`src/bpg_pkg.sv`:
```
package bpg_pkg;

    // register indices as printed; byte address is four times the index
    localparam logic [7:0] IDX_SEED_BYTE3   = 8'h00;
    localparam logic [7:0] IDX_SEED_BYTE2   = 8'h01;
    localparam logic [7:0] IDX_SEED_BYTE1   = 8'h02;
    localparam logic [7:0] IDX_SEED_BYTE0   = 8'h03;
    localparam logic [7:0] IDX_PAT_LENGTH   = 8'h04;
    localparam logic [7:0] IDX_FB_TAP_SEL   = 8'h05;
    localparam logic [7:0] IDX_PAT_CONTROL  = 8'h06;
    localparam logic [7:0] IDX_ERR_INS_CTRL = 8'h07;
    localparam logic [7:0] IDX_BIT_COUNT3   = 8'h08;
    localparam logic [7:0] IDX_BIT_COUNT2   = 8'h09;
    localparam logic [7:0] IDX_BIT_COUNT1   = 8'h0A;
    localparam logic [7:0] IDX_BIT_COUNT0   = 8'h0B;
    localparam logic [7:0] IDX_STATUS       = 8'h14;

    // pattern_control fields
    localparam int PCTL_TX_LOAD     = 7;
    localparam int PCTL_ZERO_SUPP   = 6;
    localparam int PCTL_PAT_SELECT  = 5;
    localparam int PCTL_LATCH_COUNT = 4;

    // error_insert_ctrl fields
    localparam int EIC_TX_INVERT    = 5;
    localparam int EIC_RX_INVERT    = 4;
    localparam int EIC_SINGLE_ERR   = 3;
    localparam int EIC_RATE_LSB     = 0;
    localparam int EIC_WIDTH        = 6;

    // status fields
    localparam int STAT_SYNC        = 0;
    localparam int STAT_BC_OVF      = 2;

    // reset values
    localparam logic [7:0]  RST_BYTE  = 8'h00;
    localparam logic [31:0] RST_WORD  = 32'h0000_0000;

    // zero suppression: longest run of zeros allowed on the line
    localparam logic [3:0]  ZERO_RUN_MAX = 4'hE;

    // bit intervals between automatic errors, one decade per rate code
    localparam logic [23:0] RATE_E1 = 24'h00_000A;
    localparam logic [23:0] RATE_E2 = 24'h00_0064;
    localparam logic [23:0] RATE_E3 = 24'h00_03E8;
    localparam logic [23:0] RATE_E4 = 24'h00_2710;
    localparam logic [23:0] RATE_E5 = 24'h01_86A0;
    localparam logic [23:0] RATE_E6 = 24'h0F_4240;
    localparam logic [23:0] RATE_E7 = 24'h98_9680;

    // synchronised pin inputs, one bit each
    typedef struct packed {
        logic tclk;
        logic rclk;
        logic tx_load;
        logic latch_counts;
        logic rx_count_disable;
        logic rx_sync;
    } bpg_pins_t;

    // interval for a rate code; zero means no automatic insertion
    function automatic logic [23:0] decade_limit(input logic [2:0] code);
        case (code)
            3'h1:    decade_limit = RATE_E1;
            3'h2:    decade_limit = RATE_E2;
            3'h3:    decade_limit = RATE_E3;
            3'h4:    decade_limit = RATE_E4;
            3'h5:    decade_limit = RATE_E5;
            3'h6:    decade_limit = RATE_E6;
            3'h7:    decade_limit = RATE_E7;
            default: decade_limit = 24'h00_0000;
        endcase
    endfunction : decade_limit

endpackage : bpg_pkg

```
`src/bpg_top.sv`:
```
// Operation
// rate code 0 off, 1..7 one error per decade
// select low: rotate seed, no feedback
// quasi-random needs twenty stages plus zero suppression
// loop deactivate: same taps, both inversions set
// full 32 stages, no period correction applied
// feedback tap register at index 05
// pattern length register at index 04
// seed bytes at 00..03, msb first
// transmit inversion is error control bit 5
// receive inversion is error control bit 4
// 32-bit receive bit count, bit 31 msb
// count each receive clock while disable low
// count halts while sync is lost
// overflow of count sets sticky flag
// software clears count by toggling latch
// latch rising edge copies then clears count
// load rising edge reloads generator from seed
// transmit inversion flips every outgoing bit
// single error edge corrupts exactly one bit
// free counter inverts one bit per decade
// count wraps, overflow flag stays until cleared
//
// Added by the designer: the APB interface to the registers.
`timescale 1ns/1ps

module bpg_top (
    // apb clock and reset
    input  wire logic        pclk,
    input  wire logic        presetn,
    // apb slave
    input  wire logic        psel,
    input  wire logic        penable,
    input  wire logic        pwrite,
    input  wire logic [7:0]  paddr,
    input  wire logic [31:0] pwdata,
    output logic      [31:0] prdata,
    output logic             pready,
    output logic             pslverr,
    // transmit link
    input  wire logic        tclk,
    input  wire logic        tx_load_pin,
    output logic             tx_data,
    // receive link
    input  wire logic        rclk,
    input  wire logic        rx_count_disable,
    input  wire logic        rx_sync,
    input  wire logic        latch_counts_pin,
    output logic             rx_invert
);

    // whole module state in one record
    typedef struct packed {
        bpg_pkg::bpg_pins_t                sync1;        // first synchroniser stage
        bpg_pkg::bpg_pins_t                sync2;        // second synchroniser stage
        logic                              tclk_prev;    // edge finder for tclk
        logic                              rclk_prev;    // edge finder for rclk
        logic                              load_prev;    // previous combined load
        logic                              latch_prev;   // previous combined latch
        logic                              sbe_prev;     // previous single-error bit
        logic [3:0][7:0]                   seed;         // seed bytes, [3] is msb
        logic [7:0]                        plen;         // pattern_length
        logic [7:0]                        tap;          // feedback_tap_select
        logic [7:0]                        pctl;         // pattern_control
        logic [bpg_pkg::EIC_WIDTH-1:0]     eic;          // error_insert_ctrl
        logic [31:0]                       shreg;        // generator shift register
        logic [3:0]                        zrun;         // zeros sent in a row
        logic [23:0]                       err_cnt;      // bits since last auto error
        logic                              sbe_pend;     // single error waiting
        logic                              tx_data;      // line bit
        logic [31:0]                       bit_cnt;      // internal bit count
        logic [31:0]                       bit_latched;  // readable bit count
        logic                              ovf;          // bit count overflow flag
        logic [31:0]                       prdata;       // apb read data
        logic                              pready;       // apb ready
        logic                              pslverr;      // apb error
    } bpg_state_t;

    bpg_state_t s_q;  // registered state
    bpg_state_t s_d;  // next state

    // raw pins gathered for the synchroniser
    bpg_pkg::bpg_pins_t pins_raw;
    assign pins_raw = '{tclk: tclk, rclk: rclk, tx_load: tx_load_pin,
                        latch_counts: latch_counts_pin,
                        rx_count_disable: rx_count_disable, rx_sync: rx_sync};

    // next-state logic
    always_comb begin
        logic [7:0]  idx;        // register index from byte address
        logic        wr_take;    // write commits this edge
        logic        rd_ovf_clr; // status read clears overflow
        logic        hit;        // address is mapped
        logic [31:0] rdata;      // read mux
        logic [4:0]  msb;        // top stage index of generator
        logic        out_bit;    // generator output
        logic        fb;         // feedback bit
        logic        load_now;   // combined load level
        logic        latch_now;  // combined latch level
        logic        sbe_rise;   // single-error edge
        logic        auto_err;   // automatic error this bit
        logic [23:0] limit;      // interval for current rate
        logic        line_bit;   // bit after errors, before inversion

        s_d        = s_q;
        idx        = {2'b00, paddr[7:2]};
        wr_take    = 1'b0;
        rd_ovf_clr = 1'b0;
        hit        = 1'b1;
        rdata      = bpg_pkg::RST_WORD;
        msb        = s_q.plen[4:0];
        out_bit    = 1'b0;
        fb         = 1'b0;
        auto_err   = 1'b0;
        line_bit   = 1'b0;
        load_now   = 1'b0;
        latch_now  = 1'b0;
        sbe_rise   = 1'b0;
        limit      = bpg_pkg::decade_limit(s_q.eic[bpg_pkg::EIC_RATE_LSB +: 3]);

        // two-flop synchroniser; only sync2 is read by logic
        s_d.sync1 = pins_raw;
        s_d.sync2 = s_q.sync1;

        // register decode, also used for the unmapped answer
        case (idx)
            bpg_pkg::IDX_SEED_BYTE3:   rdata[7:0] = s_q.seed[3];
            bpg_pkg::IDX_SEED_BYTE2:   rdata[7:0] = s_q.seed[2];
            bpg_pkg::IDX_SEED_BYTE1:   rdata[7:0] = s_q.seed[1];
            bpg_pkg::IDX_SEED_BYTE0:   rdata[7:0] = s_q.seed[0];
            bpg_pkg::IDX_PAT_LENGTH:   rdata[7:0] = s_q.plen;
            bpg_pkg::IDX_FB_TAP_SEL:   rdata[7:0] = s_q.tap;
            bpg_pkg::IDX_PAT_CONTROL:  rdata[7:0] = s_q.pctl;
            bpg_pkg::IDX_ERR_INS_CTRL: rdata[bpg_pkg::EIC_WIDTH-1:0] = s_q.eic;
            bpg_pkg::IDX_BIT_COUNT3:   rdata[7:0] = s_q.bit_latched[31:24];
            bpg_pkg::IDX_BIT_COUNT2:   rdata[7:0] = s_q.bit_latched[23:16];
            bpg_pkg::IDX_BIT_COUNT1:   rdata[7:0] = s_q.bit_latched[15:8];
            bpg_pkg::IDX_BIT_COUNT0:   rdata[7:0] = s_q.bit_latched[7:0];
            bpg_pkg::IDX_STATUS: begin
                rdata[bpg_pkg::STAT_SYNC]   = s_q.sync2.rx_sync;
                rdata[bpg_pkg::STAT_BC_OVF] = s_q.ovf;
            end
            default:                   hit = 1'b0;
        endcase
        // paddr bits 1:0 are ignored; words are aligned

        // apb: setup captures the answer, the single access cycle commits it
        s_d.pready  = 1'b0;
        s_d.pslverr = 1'b0;
        if (psel && !penable) begin
            s_d.pready  = 1'b1;
            s_d.pslverr = !hit;
            s_d.prdata  = pwrite ? bpg_pkg::RST_WORD : rdata;
        end
        if (psel && penable && s_q.pready) begin
            wr_take    = pwrite && !s_q.pslverr;
            rd_ovf_clr = !pwrite && (idx == bpg_pkg::IDX_STATUS);
        end

        // register writes; count and status are read-only
        if (wr_take) begin
            case (idx)
                bpg_pkg::IDX_SEED_BYTE3:   s_d.seed[3] = pwdata[7:0];
                bpg_pkg::IDX_SEED_BYTE2:   s_d.seed[2] = pwdata[7:0];
                bpg_pkg::IDX_SEED_BYTE1:   s_d.seed[1] = pwdata[7:0];
                bpg_pkg::IDX_SEED_BYTE0:   s_d.seed[0] = pwdata[7:0];
                bpg_pkg::IDX_PAT_LENGTH:   s_d.plen    = pwdata[7:0];
                bpg_pkg::IDX_FB_TAP_SEL:   s_d.tap     = pwdata[7:0];
                bpg_pkg::IDX_PAT_CONTROL:  s_d.pctl    = pwdata[7:0];
                bpg_pkg::IDX_ERR_INS_CTRL: s_d.eic     = pwdata[bpg_pkg::EIC_WIDTH-1:0];
                default:                   s_d.pctl    = s_q.pctl;
            endcase
        end

        // edge finders on the synchronised link clocks
        s_d.tclk_prev = s_q.sync2.tclk;
        s_d.rclk_prev = s_q.sync2.rclk;

        // load edge: control bit ORed with the pin
        load_now    = s_q.pctl[bpg_pkg::PCTL_TX_LOAD] | s_q.sync2.tx_load;
        s_d.load_prev = load_now;

        // single error arms on a rising edge and waits for the next bit
        sbe_rise     = s_q.eic[bpg_pkg::EIC_SINGLE_ERR] && !s_q.sbe_prev;
        s_d.sbe_prev = s_q.eic[bpg_pkg::EIC_SINGLE_ERR];
        if (sbe_rise) begin
            s_d.sbe_pend = 1'b1;
        end

        if (load_now && !s_q.load_prev) begin
            // reload; the shift register takes the seed msb first
            s_d.shreg   = s_q.seed;
            s_d.zrun    = 4'h0;
            s_d.err_cnt = 24'h00_0000;
        end else if (s_q.sync2.tclk && !s_q.tclk_prev) begin
            // one line bit per transmit clock; all 32 stages used as set,
            // so a 32-stage pattern runs its own natural period
            out_bit = s_q.shreg[msb];
            if (s_q.pctl[bpg_pkg::PCTL_PAT_SELECT]) begin
                fb = out_bit ^ s_q.shreg[s_q.tap[4:0]];
            end else begin
                fb = out_bit;
            end
            s_d.shreg = {s_q.shreg[30:0], fb};

            // zero suppression for the quasi-random pattern
            if (s_q.pctl[bpg_pkg::PCTL_ZERO_SUPP] && !out_bit
                    && (s_q.zrun >= bpg_pkg::ZERO_RUN_MAX)) begin
                out_bit = 1'b1;
            end
            s_d.zrun = out_bit ? 4'h0 : s_q.zrun + 4'h1;
            if (s_d.zrun > bpg_pkg::ZERO_RUN_MAX) begin
                s_d.zrun = bpg_pkg::ZERO_RUN_MAX;
            end

            // automatic insertion: last bit of each interval is inverted
            if (limit == 24'h00_0000) begin
                s_d.err_cnt = 24'h00_0000;
            end else if (s_q.err_cnt >= limit - 24'h00_0001) begin
                auto_err    = 1'b1;
                s_d.err_cnt = 24'h00_0000;
            end else begin
                s_d.err_cnt = s_q.err_cnt + 24'h00_0001;
            end

            line_bit = out_bit ^ auto_err ^ s_q.sbe_pend;
            if (s_q.sbe_pend) begin
                s_d.sbe_pend = sbe_rise;
            end
            // inversion applies after errors, as the deactivate code needs
            s_d.tx_data = line_bit ^ s_q.eic[bpg_pkg::EIC_TX_INVERT];
        end

        // receive bit counter
        if (s_q.sync2.rclk && !s_q.rclk_prev
                && !s_q.sync2.rx_count_disable
                && s_q.sync2.rx_sync) begin
            s_d.bit_cnt = s_q.bit_cnt + 32'h0000_0001;
            if (s_q.bit_cnt == 32'hFFFF_FFFF) begin
                s_d.ovf = 1'b1;
            end
        end

        // a status read clears the flag; a new overflow in the same cycle wins
        if (rd_ovf_clr && !(s_d.ovf && !s_q.ovf)) begin
            s_d.ovf = 1'b0;
        end
        if (rd_ovf_clr && s_q.ovf && s_d.bit_cnt == 32'h0000_0000
                && s_q.bit_cnt == 32'hFFFF_FFFF) begin
            s_d.ovf = 1'b1;
        end

        // latch edge: copy the running count out and restart it
        latch_now      = s_q.pctl[bpg_pkg::PCTL_LATCH_COUNT] | s_q.sync2.latch_counts;
        s_d.latch_prev = latch_now;
        if (latch_now && !s_q.latch_prev) begin
            s_d.bit_latched = s_q.bit_cnt;
            s_d.bit_cnt     = 32'h0000_0000;
        end
    end

    // state register; constants only under reset
    always_ff @(posedge pclk or negedge presetn) begin
        if (!presetn) begin
            s_q <= '0;
        end else begin
            s_q <= s_d;
        end
    end

    // outputs come straight from state flops
    assign prdata    = s_q.prdata;
    assign pready    = s_q.pready;
    assign pslverr   = s_q.pslverr;
    assign tx_data   = s_q.tx_data;
    assign rx_invert = s_q.eic[bpg_pkg::EIC_RX_INVERT];

endmodule : bpg_top

```
`config.mk`:
```
export PLATFORM = sky130hd
export DESIGN_NAME = bpg_top
export DESIGN_NICKNAME = d
export VERILOG_FILES = /design/src/bpg_pkg.sv /design/src/bpg_top.sv
export SDC_FILE = /design/constraint.sdc
export NUM_CORES = 1
export LEC_CHECK = 0
export ABC_AREA = 1
export BUFFER_PORTS_ARGS = -buffer_cell sky130_fd_sc_hd__buf_4
export CORE_MARGIN = 2
export CORE_UTILIZATION = 59
export CTS_CLUSTER_SIZE = 30
export DETAILED_ROUTE_END_ITERATION = 7
export PLACE_DENSITY = 0.77
export SETUP_SLACK_MARGIN = 0.1
export SLEW_MARGIN = 0
export SYNTH_ARGS = -nofsm -noshare
export SYNTH_HDL_FRONTEND = slang
export SYNTH_SLANG_ARGS = --single-unit
```
`constraint.sdc`:
```
create_clock -name pclk -period 3.8 [get_ports pclk]
set_clock_uncertainty 0.05 [all_clocks]
set_input_delay 0.19 -clock pclk [delete_from_list [all_inputs] [get_ports pclk]]
set_output_delay 0.19 -clock pclk [all_outputs]
set_load 0.05 [all_outputs]
```
**After elaboration in Yosys (flattened, before gate mapping)**

Cells that the tools add are included.

- Multiplexer cells: 38
- Reduce and logical (&&, ||, !) cells: 46
- Add/subtract/negate cells: 4
- Order comparisons: 5
- Equality and inequality tests: 20
- Bitwise operators: 7

Operators by type and width:

| cell | number |
|---|---|
| $pmux 24 s7 | 1 |
| $mux 64 | 1 |
| $mux 62 | 1 |
| $mux 60 | 1 |
| $mux 24 | 2 |
| $pmux 3 s12 | 1 |
| $add 32x1->32 const B | 1 |
| $eq 32x32->1 const B | 1 |
| $logic_not 32->1 | 1 |
| $mux 32 | 1 |
| $pmux 1 s13 | 2 |
| $add 24x1->24 const B | 1 |
| $eq 6x3->1 const B | 4 |
| $eq 6x4->1 const B | 4 |
| $ge 24x24->1 | 1 |
| $logic_not 24->1 | 1 |
| $sub 24x1->24 const B | 1 |
| $pmux 2 s11 | 1 |
| $logic_and 1x1->1 | 19 |
| $mux 1 | 19 |
| $reduce_and 2->1 | 9 |
| $logic_not 1->1 | 13 |
| $reduce_or 13->1 | 1 |
| $eq 3x3->1 const B | 4 |
| other kinds (19) | 29 |

- Bits of input ports: 51
- Flip-flop bits (word level): 216
- Logic and storage cells: 156
- Output and inout bits: 36

**Depth between registers and ports, before layout**

Gate-level depths: netlist of the first run.

- Depth after elaboration: 13
- Depth in mapped cells: 22
- Depth with buffers taken out: 22

**Least setup slack after synthesis of the first run**

OpenSTA, ideal clock, no wires.

- Kind: register -> register
- Start: register s_q[163] (netlist bit)
- End: register s_q[123] (netlist bit)
- Cell stages (with the launch flop): 18
- Library setup time: 0.083 ns
- Clock period less this slack: 2.774 ns
- Data arrival time: 2.641 ns
- Buffers on the path: 2
- Setup slack: 1.026 ns
- Cells stage by stage: dfrtp_1 clkbuf_1 inv_1 nand3_1 ha_1 inv_1 nor2_1 xor2_1 ha_1 a21oi_1 o21a_1 nand2_1 nand2_1 nand3_1 nor2_2 inv_2 buf_4 o22ai_1

- Word-level cells in the longest chain between the ends: 8
- Elaborated cells between the ends (all ways): 15
- Classes of those cells: add/sub: 1; order compare: 1; eq/ne: 7; mux: 5; reduce/logical: 1

Ends and longest elaborated chain:

| item | RTL line | source |
|---|---|---|
| start: declaration | bpg_top.sv:79 | `bpg_state_t s_q;` |
| start signal: assignment | bpg_top.sv:265 | `s_q <= '0;` |
| start signal: assignment | bpg_top.sv:267 | `s_q <= s_d;` |
| $eq 3x3->1 (tied with other cells) | bpg_pkg.sv:63 | `case (code)` |
| $pmux 24 s7 * | bpg_pkg.sv:63 |  |
| $sub 24x1->24 | bpg_top.sv:219 | `end else if (s_q.err_cnt >= limit - 24'h00_0001) begin` |
| $ge 24x24->1 | bpg_top.sv:219 |  |
| $mux 24 | bpg_top.sv:219 |  |
| $mux 24 * | bpg_top.sv:217 | `if (limit == 24'h00_0000) begin` |
| $mux 62 * | bpg_top.sv:195 | `end else if (s_q.sync2.tclk && !s_q.tclk_prev) begin` |
| $mux 60 * | bpg_top.sv:190 | `if (load_now && !s_q.load_prev) begin` |

Every way passes the cells marked *; elsewhere a longest branch is shown, timed or not. The select of a mux whose other input is x is not followed.
A chain may end at the register's enable or synchronous reset.

**Worst setup path after layout of the first run**

- Start: register s_q[162] (netlist bit)
- End: register s_q[101] (netlist bit)

Same word-level chain as after synthesis.

==> results of run 1 <==
==> placed cells by master (no fill, tap or decap), types with 4 or more instances in the layout <==
master and instances:
sky130_fd_sc_hd__nand2_2 4, sky130_fd_sc_hd__nand3_1 89, sky130_fd_sc_hd__buf_4 43, sky130_fd_sc_hd__inv_1 180
sky130_fd_sc_hd__dfrtp_1 216, sky130_fd_sc_hd__o211ai_1 9, sky130_fd_sc_hd__clkbuf_16 24, sky130_fd_sc_hd__o221ai_1 6
sky130_fd_sc_hd__nand4_1 16, sky130_fd_sc_hd__conb_1 24, sky130_fd_sc_hd__dlygate4sd3_1 12, sky130_fd_sc_hd__a221oi_1 8
sky130_fd_sc_hd__a22oi_1 20, sky130_fd_sc_hd__clkbuf_1 5, sky130_fd_sc_hd__nand3_2 5, sky130_fd_sc_hd__nor3_1 18
sky130_fd_sc_hd__xnor2_1 8, sky130_fd_sc_hd__nor2_1 94, sky130_fd_sc_hd__a21oi_1 37, sky130_fd_sc_hd__o21ai_0 158
sky130_fd_sc_hd__xor2_1 36, sky130_fd_sc_hd__nor2_2 12, sky130_fd_sc_hd__clkbuf_8 11, sky130_fd_sc_hd__ha_1 29
sky130_fd_sc_hd__inv_2 5, sky130_fd_sc_hd__o22ai_1 32, sky130_fd_sc_hd__nand2_1 340
==> cell usage after synthesis (all sizes together) <==
cell	count	area share (%)
o31ai	3	0.20
a22oi	20	1.3
o21ai	160	7.0
xor2	36	2.7
a31oi	3	0.16
nor3	23	1.4
buf	41	2.6
xnor2	8	0.61
a21oi	39	1.7
o211ai	9	0.59
o21bai	1	0.065
nand2	344	11
clkbuf	31	1.0
nor2	108	3.9
dfrtp	216	47
clkinv	2	0.065
nor3b	2	0.13
inv	186	6.1
a22o	1	0.076
o21a	1	0.065
conb	1	0.033
nand4	16	0.87
nor4	4	0.27
or2	2	0.11
o221ai	6	0.46
nand3b	3	0.20
a211oi	2	0.13
nand3	94	4.3
o22ai	32	1.7
ha	29	3.2
a221oi	8	0.61
==> cell families after synthesis <==
logic type	Yosys count	synth area share, %
compound gates	285	14.08
buf+inv	260	9.776
simple gates	596	22.52
flops	216	47.08
xor+xnor	44	3.357
fa+ha+maj	29	3.160
other cells	1	0.03266
==> flip-flops by register name, summed over array words and instances, names as in the netlist <==
register and cells:
pslverr 1, s_d 9, rx_invert 1, tx_data 1
prdata 8, pready 1, s_q 195
==> tightest hold or removal path, cell delays in order <==
cell and delay (ns):
sky130_fd_sc_hd__buf_4 0.08, sky130_fd_sc_hd__inv_1 0.11, sky130_fd_sc_hd__o21ai_0 0.17
==> power groups by stage <==
stage,sequential (W),clock [W],combinational [W]
4_1_cts,0.00237,0.00234,0.000334
3_5_place_dp,0.00241,0,0.000323
2_1_floorplan,0.00241,0,0.000206
5_1_grt,0.00237,0.00243,0.000371
6_report,0.00237,0.00232,0.000334
3_3_place_gp,0.00241,0,0.000317
==> final cells by class <==
| type | count | area share (%) |
|---|---|---|
| sequential | 216 | 42.22 |
| multi-input combinational | 978 | 39.50 |
| clock buffer | 40 | 6.020 |
| inverter | 188 | 5.532 |
| timing repair buffer | 58 | 3.890 |
| tap | 265 | 2.590 |
| clock inverter | 4 | 0.2443 |
==> routing by layer <==
metal	vias to the layer above	global-route usage, %	routed length (um)
li1	4712	-	-
met1	4698	40.47	12110
met2	412	45.74	13830
met3	62	4.832	2393
met4	0	7.998	650
met5	-	0	0
==> worst paths after layout <==
path                       cells past startpoint  slack [ns]  endpoint
max                                           17        0.59  s_q[101]
min                                            3       0.001  s_q[197]
max reg2reg                                   17        0.59  s_q[101]
min reg2reg                                    0        0.29  s_q[230]
max in group asynchronous                      3        2.45   s_q[95]
min in group asynchronous                      2        0.30  s_q[122]
==> per-stage QoR <==
step                      instances  hold WS, ns  utilization, %
after floorplan                1454      -0.1556               -
after global placement         1693       0.2499           61.65
after detailed placement       1693       0.2507           61.65
after CTS                      1749    0.0002908           66.43
after global routing           1749      0.02324           66.43
final                          1749     0.001157           66.43
==> repair_timing <==
action	CTS	global route
hold buffers	12	0
hold endpoints to repair	122	0
buffers inserted	0	0
gates resized for setup	0	0
==> flow_summary.toml, run 1 <==
[run_status]
outcome = "finished clean"

[routing]
vias_per_cell = 5.651
route.detailed.drc = 0
drt_pre_antenna_iters = 6
dr_total_vias = 9884
average_wire_per_cell_in_the_routed_design_um = 16.57
first_iter_violations = 978
antenna_left = 0
drt_wl_total_um = 28980

[clocking]
clock_sink_count = 216
cts_inserted_buffers = 24
tritoncts = "built"
path_clk_slew_ns = 0.06
cts_max_path_buffers = 3
cts.root.buffer_cell = "sky130_fd_sc_hd__clkbuf_16"
clk-insertion-delay-late_ns = 0.54
cts-htree-levels = 1

[grt]
grt_start_max_net_pins = 115
antenna_found_initial = 0
wire_length_of_the_first_global_routing_pass_um = 46760
first_global_vias = 9139
global_route.overflow_total = 0
globalRouteTotalUtil_pct = 28.56

[power_and_ir_drop]
power.sequential.fraction_pct = 47.2
cell_internal_power_w = 0.003796
power_switching_share_pct = 24.32
design_power_total_w = 0.005016
power.net_switching_w = 0.001220
leakagePower_nw = 5.906
irDropWorstVdd_mv = 0.3741
share_comb_of_total_power_pct = 6.7
p_per_area_nw_per_um2 = 391.8
power_frac_clock_pct = 46.2

[setup_path]
path_max_fanout = 16
timing.critical_path.slowest_stage_cell = "sky130_fd_sc_hd__dfrtp_1"
critPathArrivalTime_ns = 3.58
worstSetupStartpointType = "flip-flop"
critical-path-top-delay-family = "simple AND/OR/NAND/NOR gates"
path_buf_inv = 4
critPathMaxStageDelay_ns = 0.45
cell_by_cell_trace_of_the_critical_path = "nor2_1 > inv_1 > nor2_2 > inv_1 > nand2_1 > inv_1 > nor2_1 > xor2_1 > ha_1 > a21oi_1 > o21a_1 > nand2_1 > nand2_1 > nand3_1 > nor2_2 > inv_2 > o21ai_0"
rr_startpoint = "s_q[162]"
worst_setup_path_end_kind = "flip-flop"
timing.setup.critical_path_class = "reg2reg"
critPathLaunch = "s_q[162]"
cp_data_required_time_ns = 4.17

[synth]
synth.cell_area_um2 = 11480
synth_unique_cells = 44
netlist_instances = 1431
ys_warn_count = 0
synth-seq-cells = 216
synth_sequential_area_ratio_pct = 47.08
synthesis.area_per_instance_um2 = 8.023

[placement]
detailedPlacementHpwl_um = 20330
dp_slack_ns = 0.6443
finalWeightedCongestion = 0.9225
placement.io_buffers = 36
postPlaceCellArea_um2 = 11880

[sta]
min_period_ns = 3.211
max_slew_margin_pct = 41.77
setup_ws_ns = 0.5892
final_hold_viol_count = 0
timing.final.crit_share_pct = 84.50
worst_slew_pin_slew_ns = 0.8734
slew_viol_final = 0
timing.setup.tns_ns = 0
setup_violations = 0
fmax_mhz = 311.4
rsz_0062_raised_after_global_routing = "false"

[layout]
fill_cells = 1579
area_growth_syn_to_layout_pct = 11.51
diodes = 0
final_design_area_no_fill_um2 = 12800
seqCellArea_um2 = 5405
post_route_cells_drive_above_1_share_pct = 8.356
finalNetCount = 1546
multi_input_comb_area_um2 = 5057

[hold_path]
hold_path_startpoint = "pwdata[6]"
timing.hold.worst.class = "in2reg"

[floorplan]
fp.coreArea_um2 = 19270
die_width_um = 143.5
start_util_pct = 59.58
core.rowCount = 51
ioPinCount = 87
die-area_um2 = 20590
die_height_um = 143.5

[run]
max-cap-violations = 0
Power figures use the tool's default switching activity.
==> run 2: changes to the inputs <==
Clock period 3.8 ns to 3.2 ns, I/O delays scaled along.
==> run 2 against run 1 <==
Net effect:
- flip-flop and latch count did not move
- global-route usage up 0.43 points
- register-to-register slack got worse by 0.24 ns
- first-iteration DRC count decreased by 6.0%
- combinational power up 19%
- routed wire length rose by 0.72%
- non-clock buffer count up 5
- design area is 1.7% higher
- largest cell class unchanged
- power up 28%
- clock power increased by 39%
- sequential power rose by 19%
- sequential share of layout area is 0.72 points lower
==> flow_summary.toml, run 2 (same netlist as run 1, synthesis figures left out) <==
[run_status]
outcome = "finished clean"

[setup_path]
cp_data_required_time_ns = 3.59
critPathArrivalTime_ns = 3.24
worst_setup_path_end_kind = "flip-flop"
worstSetupStartpointType = "flip-flop"
critPathLaunch = "s_q[161]"
timing.setup.critical_path_class = "reg2reg"
path_max_fanout = 16
rr_startpoint = "s_q[161]"

[power_and_ir_drop]
leakagePower_nw = 6.008
irDropWorstVdd_mv = 0.3973
p_per_area_nw_per_um2 = 494.2

[sta]
setup_violations = 0
fmax_mhz = 351.4
min_period_ns = 2.846
final_hold_viol_count = 0
timing.final.crit_share_pct = 88.94
timing.setup.tns_ns = 0
slew_viol_final = 0
max_slew_margin_pct = 44.94
rsz_0062_raised_after_global_routing = "false"
worst_slew_pin_slew_ns = 0.8258

[grt]
antenna_found_initial = 0
globalRouteTotalUtil_pct = 28.98
layer_carrying_the_most_global_route_usage = "met2"
grt.met2_usage_pct = 47.32
global_route.overflow_total = 0
gr-usage-met1_pct = 39.69
wire_length_of_the_first_global_routing_pass_um = 47190
first_global_vias = 9218
met3_usage_pct = 5.232
grt_start_max_net_pins = 99

[clocking]
cts-htree-levels = 1
cts_max_path_buffers = 3
tritoncts = "built"
cts_inserted_buffers = 25
clk-insertion-delay-late_ns = 0.52
clock_sink_count = 216
cts.root.buffer_cell = "sky130_fd_sc_hd__clkbuf_16"
path_clk_slew_ns = 0.06
cts_setup_buffers = 0

[layout]
instances_no_fill = 1756
finalNetCount = 1552
regMostFlops = "s_q"
area_growth_syn_to_layout_pct = 13.46
mostFrequentLayoutCells = "sky130_fd_sc_hd__nand2_1, sky130_fd_sc_hd__dfrtp_1, sky130_fd_sc_hd__inv_1"
diodes = 0
largest_register_ffs = 195
most_common_library_cell_in_the_layout_ignoring_fill_and_taps = "sky130_fd_sc_hd__nand2_1"
post_route_cells_drive_above_1_share_pct = 9.188

[placement]
placement.io_buffers = 36
placedCellCount = 1696
detailedPlacementHpwl_um = 20380
finalWeightedCongestion = 0.9495

[hold_path]
hold_path_startpoint = "pwdata[5]"
timing.hold.worst.class = "in2reg"

[run]
max-cap-violations = 0

[floorplan]
die_height_um = 143.5
die_width_um = 143.5
start_util_pct = 59.58
fp.coreArea_um2 = 19270
die-area_um2 = 20590
ioPinCount = 87
core.rowCount = 51

[routing]
vias_per_cell = 5.599
drt_pre_antenna_iters = 5
antenna_left = 0
average_wire_per_cell_in_the_routed_design_um = 16.62
drt_wl_total_um = 29190
first_iter_violations = 919
dr_total_vias = 9832
route.detailed.drc = 0
run 2: cell types whose count changed in the layout (fill, tap and decap cells not counted), moves of 2 or more:
cell | before | now
sky130_fd_sc_hd__buf_4 | 43 | 46
sky130_fd_sc_hd__bufinv_16 | 0 | 6
sky130_fd_sc_hd__clkbuf_1 | 5 | 2
sky130_fd_sc_hd__clkbuf_8 | 11 | 8
sky130_fd_sc_hd__clkinvlp_4 | 0 | 2
sky130_fd_sc_hd__dlygate4sd3_1 | 12 | 14
sky130_fd_sc_hd__nor2_4 | 2 | 4
run 2: repair_timing:
item | in CTS | in global routing
hold endpoints to repair | 117 | 0
hold buffers | 14 | 0
setup endpoints to repair | 0 | 22
resized for setup | 0 | 9
run 2: final timing paths:
| kind | slack [ns] | endpoint | depth (start not counted) |
|---|---|---|---|
| worst max-delay path | 0.35 | s_q[115] | 15 |
| worst min-delay path | 0.007 | s_q[188] | 3 |
| worst max register to register | 0.35 | s_q[115] | 15 |
| worst min register to register | 0.30 | s_q[230] | 0 |
| max in group asynchronous | 2.01 | pready | 3 |
| min in group asynchronous | 0.19 | s_q[122] | 2 |
run 2: metrics by stage:
step	utilization (%)	power, W	cell area [um2]	worst slack, ns	hold slack (ns)
2_1_floorplan	-	0.003101	11570	0.4262	-0.1856
3_3_place_gp	61.76	0.003232	11900	0.3558	0.1945
3_5_place_dp	61.76	0.003241	11900	0.2372	0.1909
4_1_cts	67.46	0.006479	13000	0.2236	0.0008549
5_1_grt	67.60	0.006633	13030	0.08381	0.02452
6_report	67.60	0.006437	13030	0.3540	0.006682
run 2: worst max-delay path, stage by stage, from the launching register on:
cell and delay [ns]:
sky130_fd_sc_hd__dfrtp_1 0.49, sky130_fd_sc_hd__inv_1 0.13, sky130_fd_sc_hd__nand3_1 0.16, sky130_fd_sc_hd__ha_2 0.27, sky130_fd_sc_hd__inv_1 0.06, sky130_fd_sc_hd__nor2_1 0.17, sky130_fd_sc_hd__xor2_1 0.17, sky130_fd_sc_hd__ha_1 0.26
sky130_fd_sc_hd__a21oi_1 0.14, sky130_fd_sc_hd__o21a_1 0.13, sky130_fd_sc_hd__nand2_1 0.07, sky130_fd_sc_hd__nand2_1 0.08, sky130_fd_sc_hd__nand3_2 0.12, sky130_fd_sc_hd__nor2_4 0.19, sky130_fd_sc_hd__inv_4 0.11, sky130_fd_sc_hd__o21ai_0 0.17
run 2: cell type report:
type	count	area, um2
fillers	1572	6245
flip-flops and latches	216	5406
multi-input cells	978	5080
clock buffers	35	743.2
inverters	188	710.7
repair buffers	63	540.5
well taps	265	331.6
clock inverters	11	214.0
run 2: routing by layer:
metal | vias to the layer above | part of all wire, %
li1 | 4740 | -
met1 | 4634 | 42
met2 | 391 | 47
met3 | 67 | 7.7
met4 | 0 | 2.6
met5 | - | 0
run 2: report_power, final:
group,internal [W],switching (W),total [W]
Sequential,0.00277,0.0000364,0.00281
Combinational,0.000101,0.000298,0.000399
Clock,0.00210,0.00113,0.00323
==> run 3: changes to the inputs <==
Settings changed: ABC_AREA 1 to unset.
==> run 3 against run 2 <==
Net effect:
- sequential power grew 4%
- clock power shrank 19%
- critical path depth grew 2
- design area grew 0.42%
- final cell count shrank 20%
- core utilization grew 2.1 points
- area after synthesis shrank 1.1%
- largest cell class is now multi-input gates
==> flow_summary.toml, run 3 <==
[run_status]
outcome = "finished clean"

[synth]
yosysMostFrequentCell = "sky130_fd_sc_hd__dfrtp_1"
dominantRegCellSynth = "sky130_fd_sc_hd__dfrtp_1"
synth-seq-cells = 216
yosys-top-cells-count = "sky130_fd_sc_hd__dfrtp_1, sky130_fd_sc_hd__nand2_1, sky130_fd_sc_hd__nor2_1"
yosys.area.top_type = "sky130_fd_sc_hd__dfrtp_1"
yosysTopAreaCellShare_pct = 47.59
ys_warn_count = 0
synth.cell_area_um2 = 11360
synth_enable_flop_cells = 0
synthesis.area_per_instance_um2 = 10.39
synth_sequential_area_ratio_pct = 47.59
netlist_instances = 1093
post_synth_main_area_contributors = "sky130_fd_sc_hd__dfrtp_1, sky130_fd_sc_hd__mux2_2, sky130_fd_sc_hd__nand2_1"
synth_unique_cells = 61
ys_async_sr_fraction_pct = 100.0

[layout]
seqCellArea_um2 = 5405
regMostFlops = "s_q"
fill_cells = 1336
largest_register_ffs = 195
finalNetCount = 1228
area_growth_syn_to_layout_pct = 15.18
finalCoreUtilization_pct = 69.70
post_route_cells_drive_above_1_share_pct = 22.94
most_common_library_cell_in_the_layout_ignoring_fill_and_taps = "sky130_fd_sc_hd__dfrtp_1"
diodes = 0
mostFrequentLayoutCells = "sky130_fd_sc_hd__dfrtp_1, sky130_fd_sc_hd__nand2_1, sky130_fd_sc_hd__nor2_1"
multi_input_comb_area_um2 = 5685

[routing]
antenna_left = 0
dr_total_vias = 8779
first_iter_violations = 757
route.detailed.drc = 0
vias_per_cell = 6.280
average_wire_per_cell_in_the_routed_design_um = 20.21
drt_wl_total_um = 28250
drt_pre_antenna_iters = 7

[hold_path]
timing.hold.worst.class = "in2reg"

[floorplan]
ioPinCount = 87
start_util_pct = 60.51
fp.coreArea_um2 = 18770
die_width_um = 142.7
die-area_um2 = 20370
die_height_um = 142.7
core.rowCount = 50

[grt]
global_route.overflow_total = 0
wire_length_of_the_first_global_routing_pass_um = 45510
grt_start_max_net_pins = 94
first_global_vias = 8485
globalRouteTotalUtil_pct = 28.22
antenna_found_initial = 0

[power_and_ir_drop]
power_frac_clock_pct = 42.3
power.sequential.fraction_pct = 47.6
leakagePower_nw = 5.971
power_switching_share_pct = 25.50
irDropWorstVdd_mv = 0.3807
power.net_switching_w = 0.001569
p_per_area_nw_per_um2 = 470.5
design_power_total_w = 0.006155
share_comb_of_total_power_pct = 10.1
cell_internal_power_w = 0.004585

[clocking]
clk-insertion-delay-late_ns = 0.52
path_clk_slew_ns = 0.06
cts-htree-levels = 1
cts_max_path_buffers = 3
tritoncts = "built"
clock_sink_count = 216
cts_inserted_buffers = 23
cts.root.buffer_cell = "sky130_fd_sc_hd__clkbuf_16"

[sta]
slew_viol_final = 0
timing.final.crit_share_pct = 99.75
fmax_mhz = 313.3
final_hold_viol_count = 0
setup_violations = 0
min_period_ns = 3.192
rsz_0062_raised_after_global_routing = "true"
worst_slew_pin_slew_ns = 1.019
max_slew_margin_pct = 32.08

[placement]
placement.io_buffers = 36
finalWeightedCongestion = 0.8970
detailedPlacementHpwl_um = 18810

[setup_path]
worst_setup_path_end_kind = "flip-flop"
cp_data_required_time_ns = 3.58
path_max_fanout = 6
timing.setup.critical_path_class = "reg2reg"
worstSetupStartpointType = "flip-flop"
critPathArrivalTime_ns = 3.57

[run]
max-cap-violations = 0
-- run 3: cell count changes in the layout (fill, tap and decap cells not counted), sizes merged, moves of 14 or more --
cell	previous run	this run
o21ai	160	33
nand3	94	40
o22ai	32	1
nand2	344	135
mux2i	0	27
mux4	0	14
buf	49	67
mux2	0	98
a31oi	3	31
inv	187	19
-- run 3: final timing paths --
kind	start	endpoint	slack, ns	cells past startpoint
min reg2reg	s_d[229]	s_q[229]	0.28	0
max reg2reg	s_q[162]	s_q[109]	0.008	17
min in group asynchronous	presetn	s_q[125]	0.19	2
max in group asynchronous	presetn	s_q[144]	2.11	3
max	s_q[162]	s_q[109]	0.008	17
min	paddr[7]	prdata[7]	0.01	4
-- run 3: power by group through the flow --
stage	logic [W]	clock network [W]	registers, W
floorplan	0.000387	0	0.00295
global placement	0.000543	0	0.00297
detailed placement	0.000559	0	0.00297
CTS	0.000608	0.00263	0.00292
global route	0.000682	0.00276	0.00294
finish	0.000623	0.00261	0.00293
-- run 3: layout make-up --
cell class | instances | share of cell area, %
Timing Repair Buffer | 90 | 6.877
Sequential cell | 216 | 41.32
Tap cell | 234 | 2.238
Inverter | 18 | 0.5165
Multi-Input combinational cell | 799 | 43.46
Clock buffer | 34 | 5.098
Clock inverter | 7 | 0.4878
-- run 3: per-layer routing --
| layer | wire length (um) | share of wire (%) | global-route usage, % | vias to the layer above |
|---|---|---|---|---|
| li1 | - | - | - | 3992 |
| met1 | 12260 | 43 | 40.96 | 4361 |
| met2 | 13090 | 46 | 43.85 | 348 |
| met3 | 1784 | 6.3 | 3.353 | 78 |
| met4 | 1114 | 3.9 | 10.84 | 0 |
| met5 | 0 | 0 | 0 | - |
-- run 3: kinds of logic (layout without fill, tap and decap cells) --
kind of cell | Yosys count | in the layout | share of synthesized area [%]
xor gates and xnor gates | 35 | 35 | 2.699
DFF | 216 | 216 | 47.59
and+or+nand+nor | 391 | 391 | 16.48
AOI/OAI and AO/OA | 181 | 181 | 10.55
other | 1 | 24 | 0.03302
muxes | 139 | 139 | 14.87
adders and majority gates | 29 | 29 | 3.195
buffers and inverters | 101 | 149 | 4.572
-- run 3: critical path, stage by stage (launching register included) --
cell and delay, ns:
sky130_fd_sc_hd__dfrtp_1 0.36, sky130_fd_sc_hd__inv_2 0.04, sky130_fd_sc_hd__or3_4 0.40, sky130_fd_sc_hd__ha_4 0.19, sky130_fd_sc_hd__nand2b_4 0.09, sky130_fd_sc_hd__nor2_4 0.06
sky130_fd_sc_hd__a21oi_2 0.12, sky130_fd_sc_hd__ha_1 0.26, sky130_fd_sc_hd__a21o_1 0.18, sky130_fd_sc_hd__a21oi_1 0.17, sky130_fd_sc_hd__o221ai_1 0.15, sky130_fd_sc_hd__o2bb2ai_2 0.17
sky130_fd_sc_hd__buf_4 0.15, sky130_fd_sc_hd__nor3_4 0.19, sky130_fd_sc_hd__buf_6 0.20, sky130_fd_sc_hd__buf_16 0.14, sky130_fd_sc_hd__a21oi_2 0.05, sky130_fd_sc_hd__o21ai_1 0.14
-- run 3: per-stage QoR --
stage	hold WS [ns]	setup slack (ns)	setup TNS (ns)	instances	area [um2]
global route	0.06423	-0.1945	-3.105	1398	13080
finish	0.01273	0.008113	0	1398	13080
global placement	0.1853	-0.03994	-0.05573	1326	11830
detailed placement	0.1861	-0.1444	-1.289	1326	11830
floorplan	-0.1856	0.09155	0	1116	11500
CTS	0.001673	0.02162	0	1395	12970
-- run 3: what timing repair did --
item,4_1_cts,5_1_grt
gates resized for setup,24,19
setup endpoints to repair,25,25
pin swaps,0,7
hold endpoints to repair,165,0
cloned,3,3
setup buffers,4,0
hold buffers,21,0
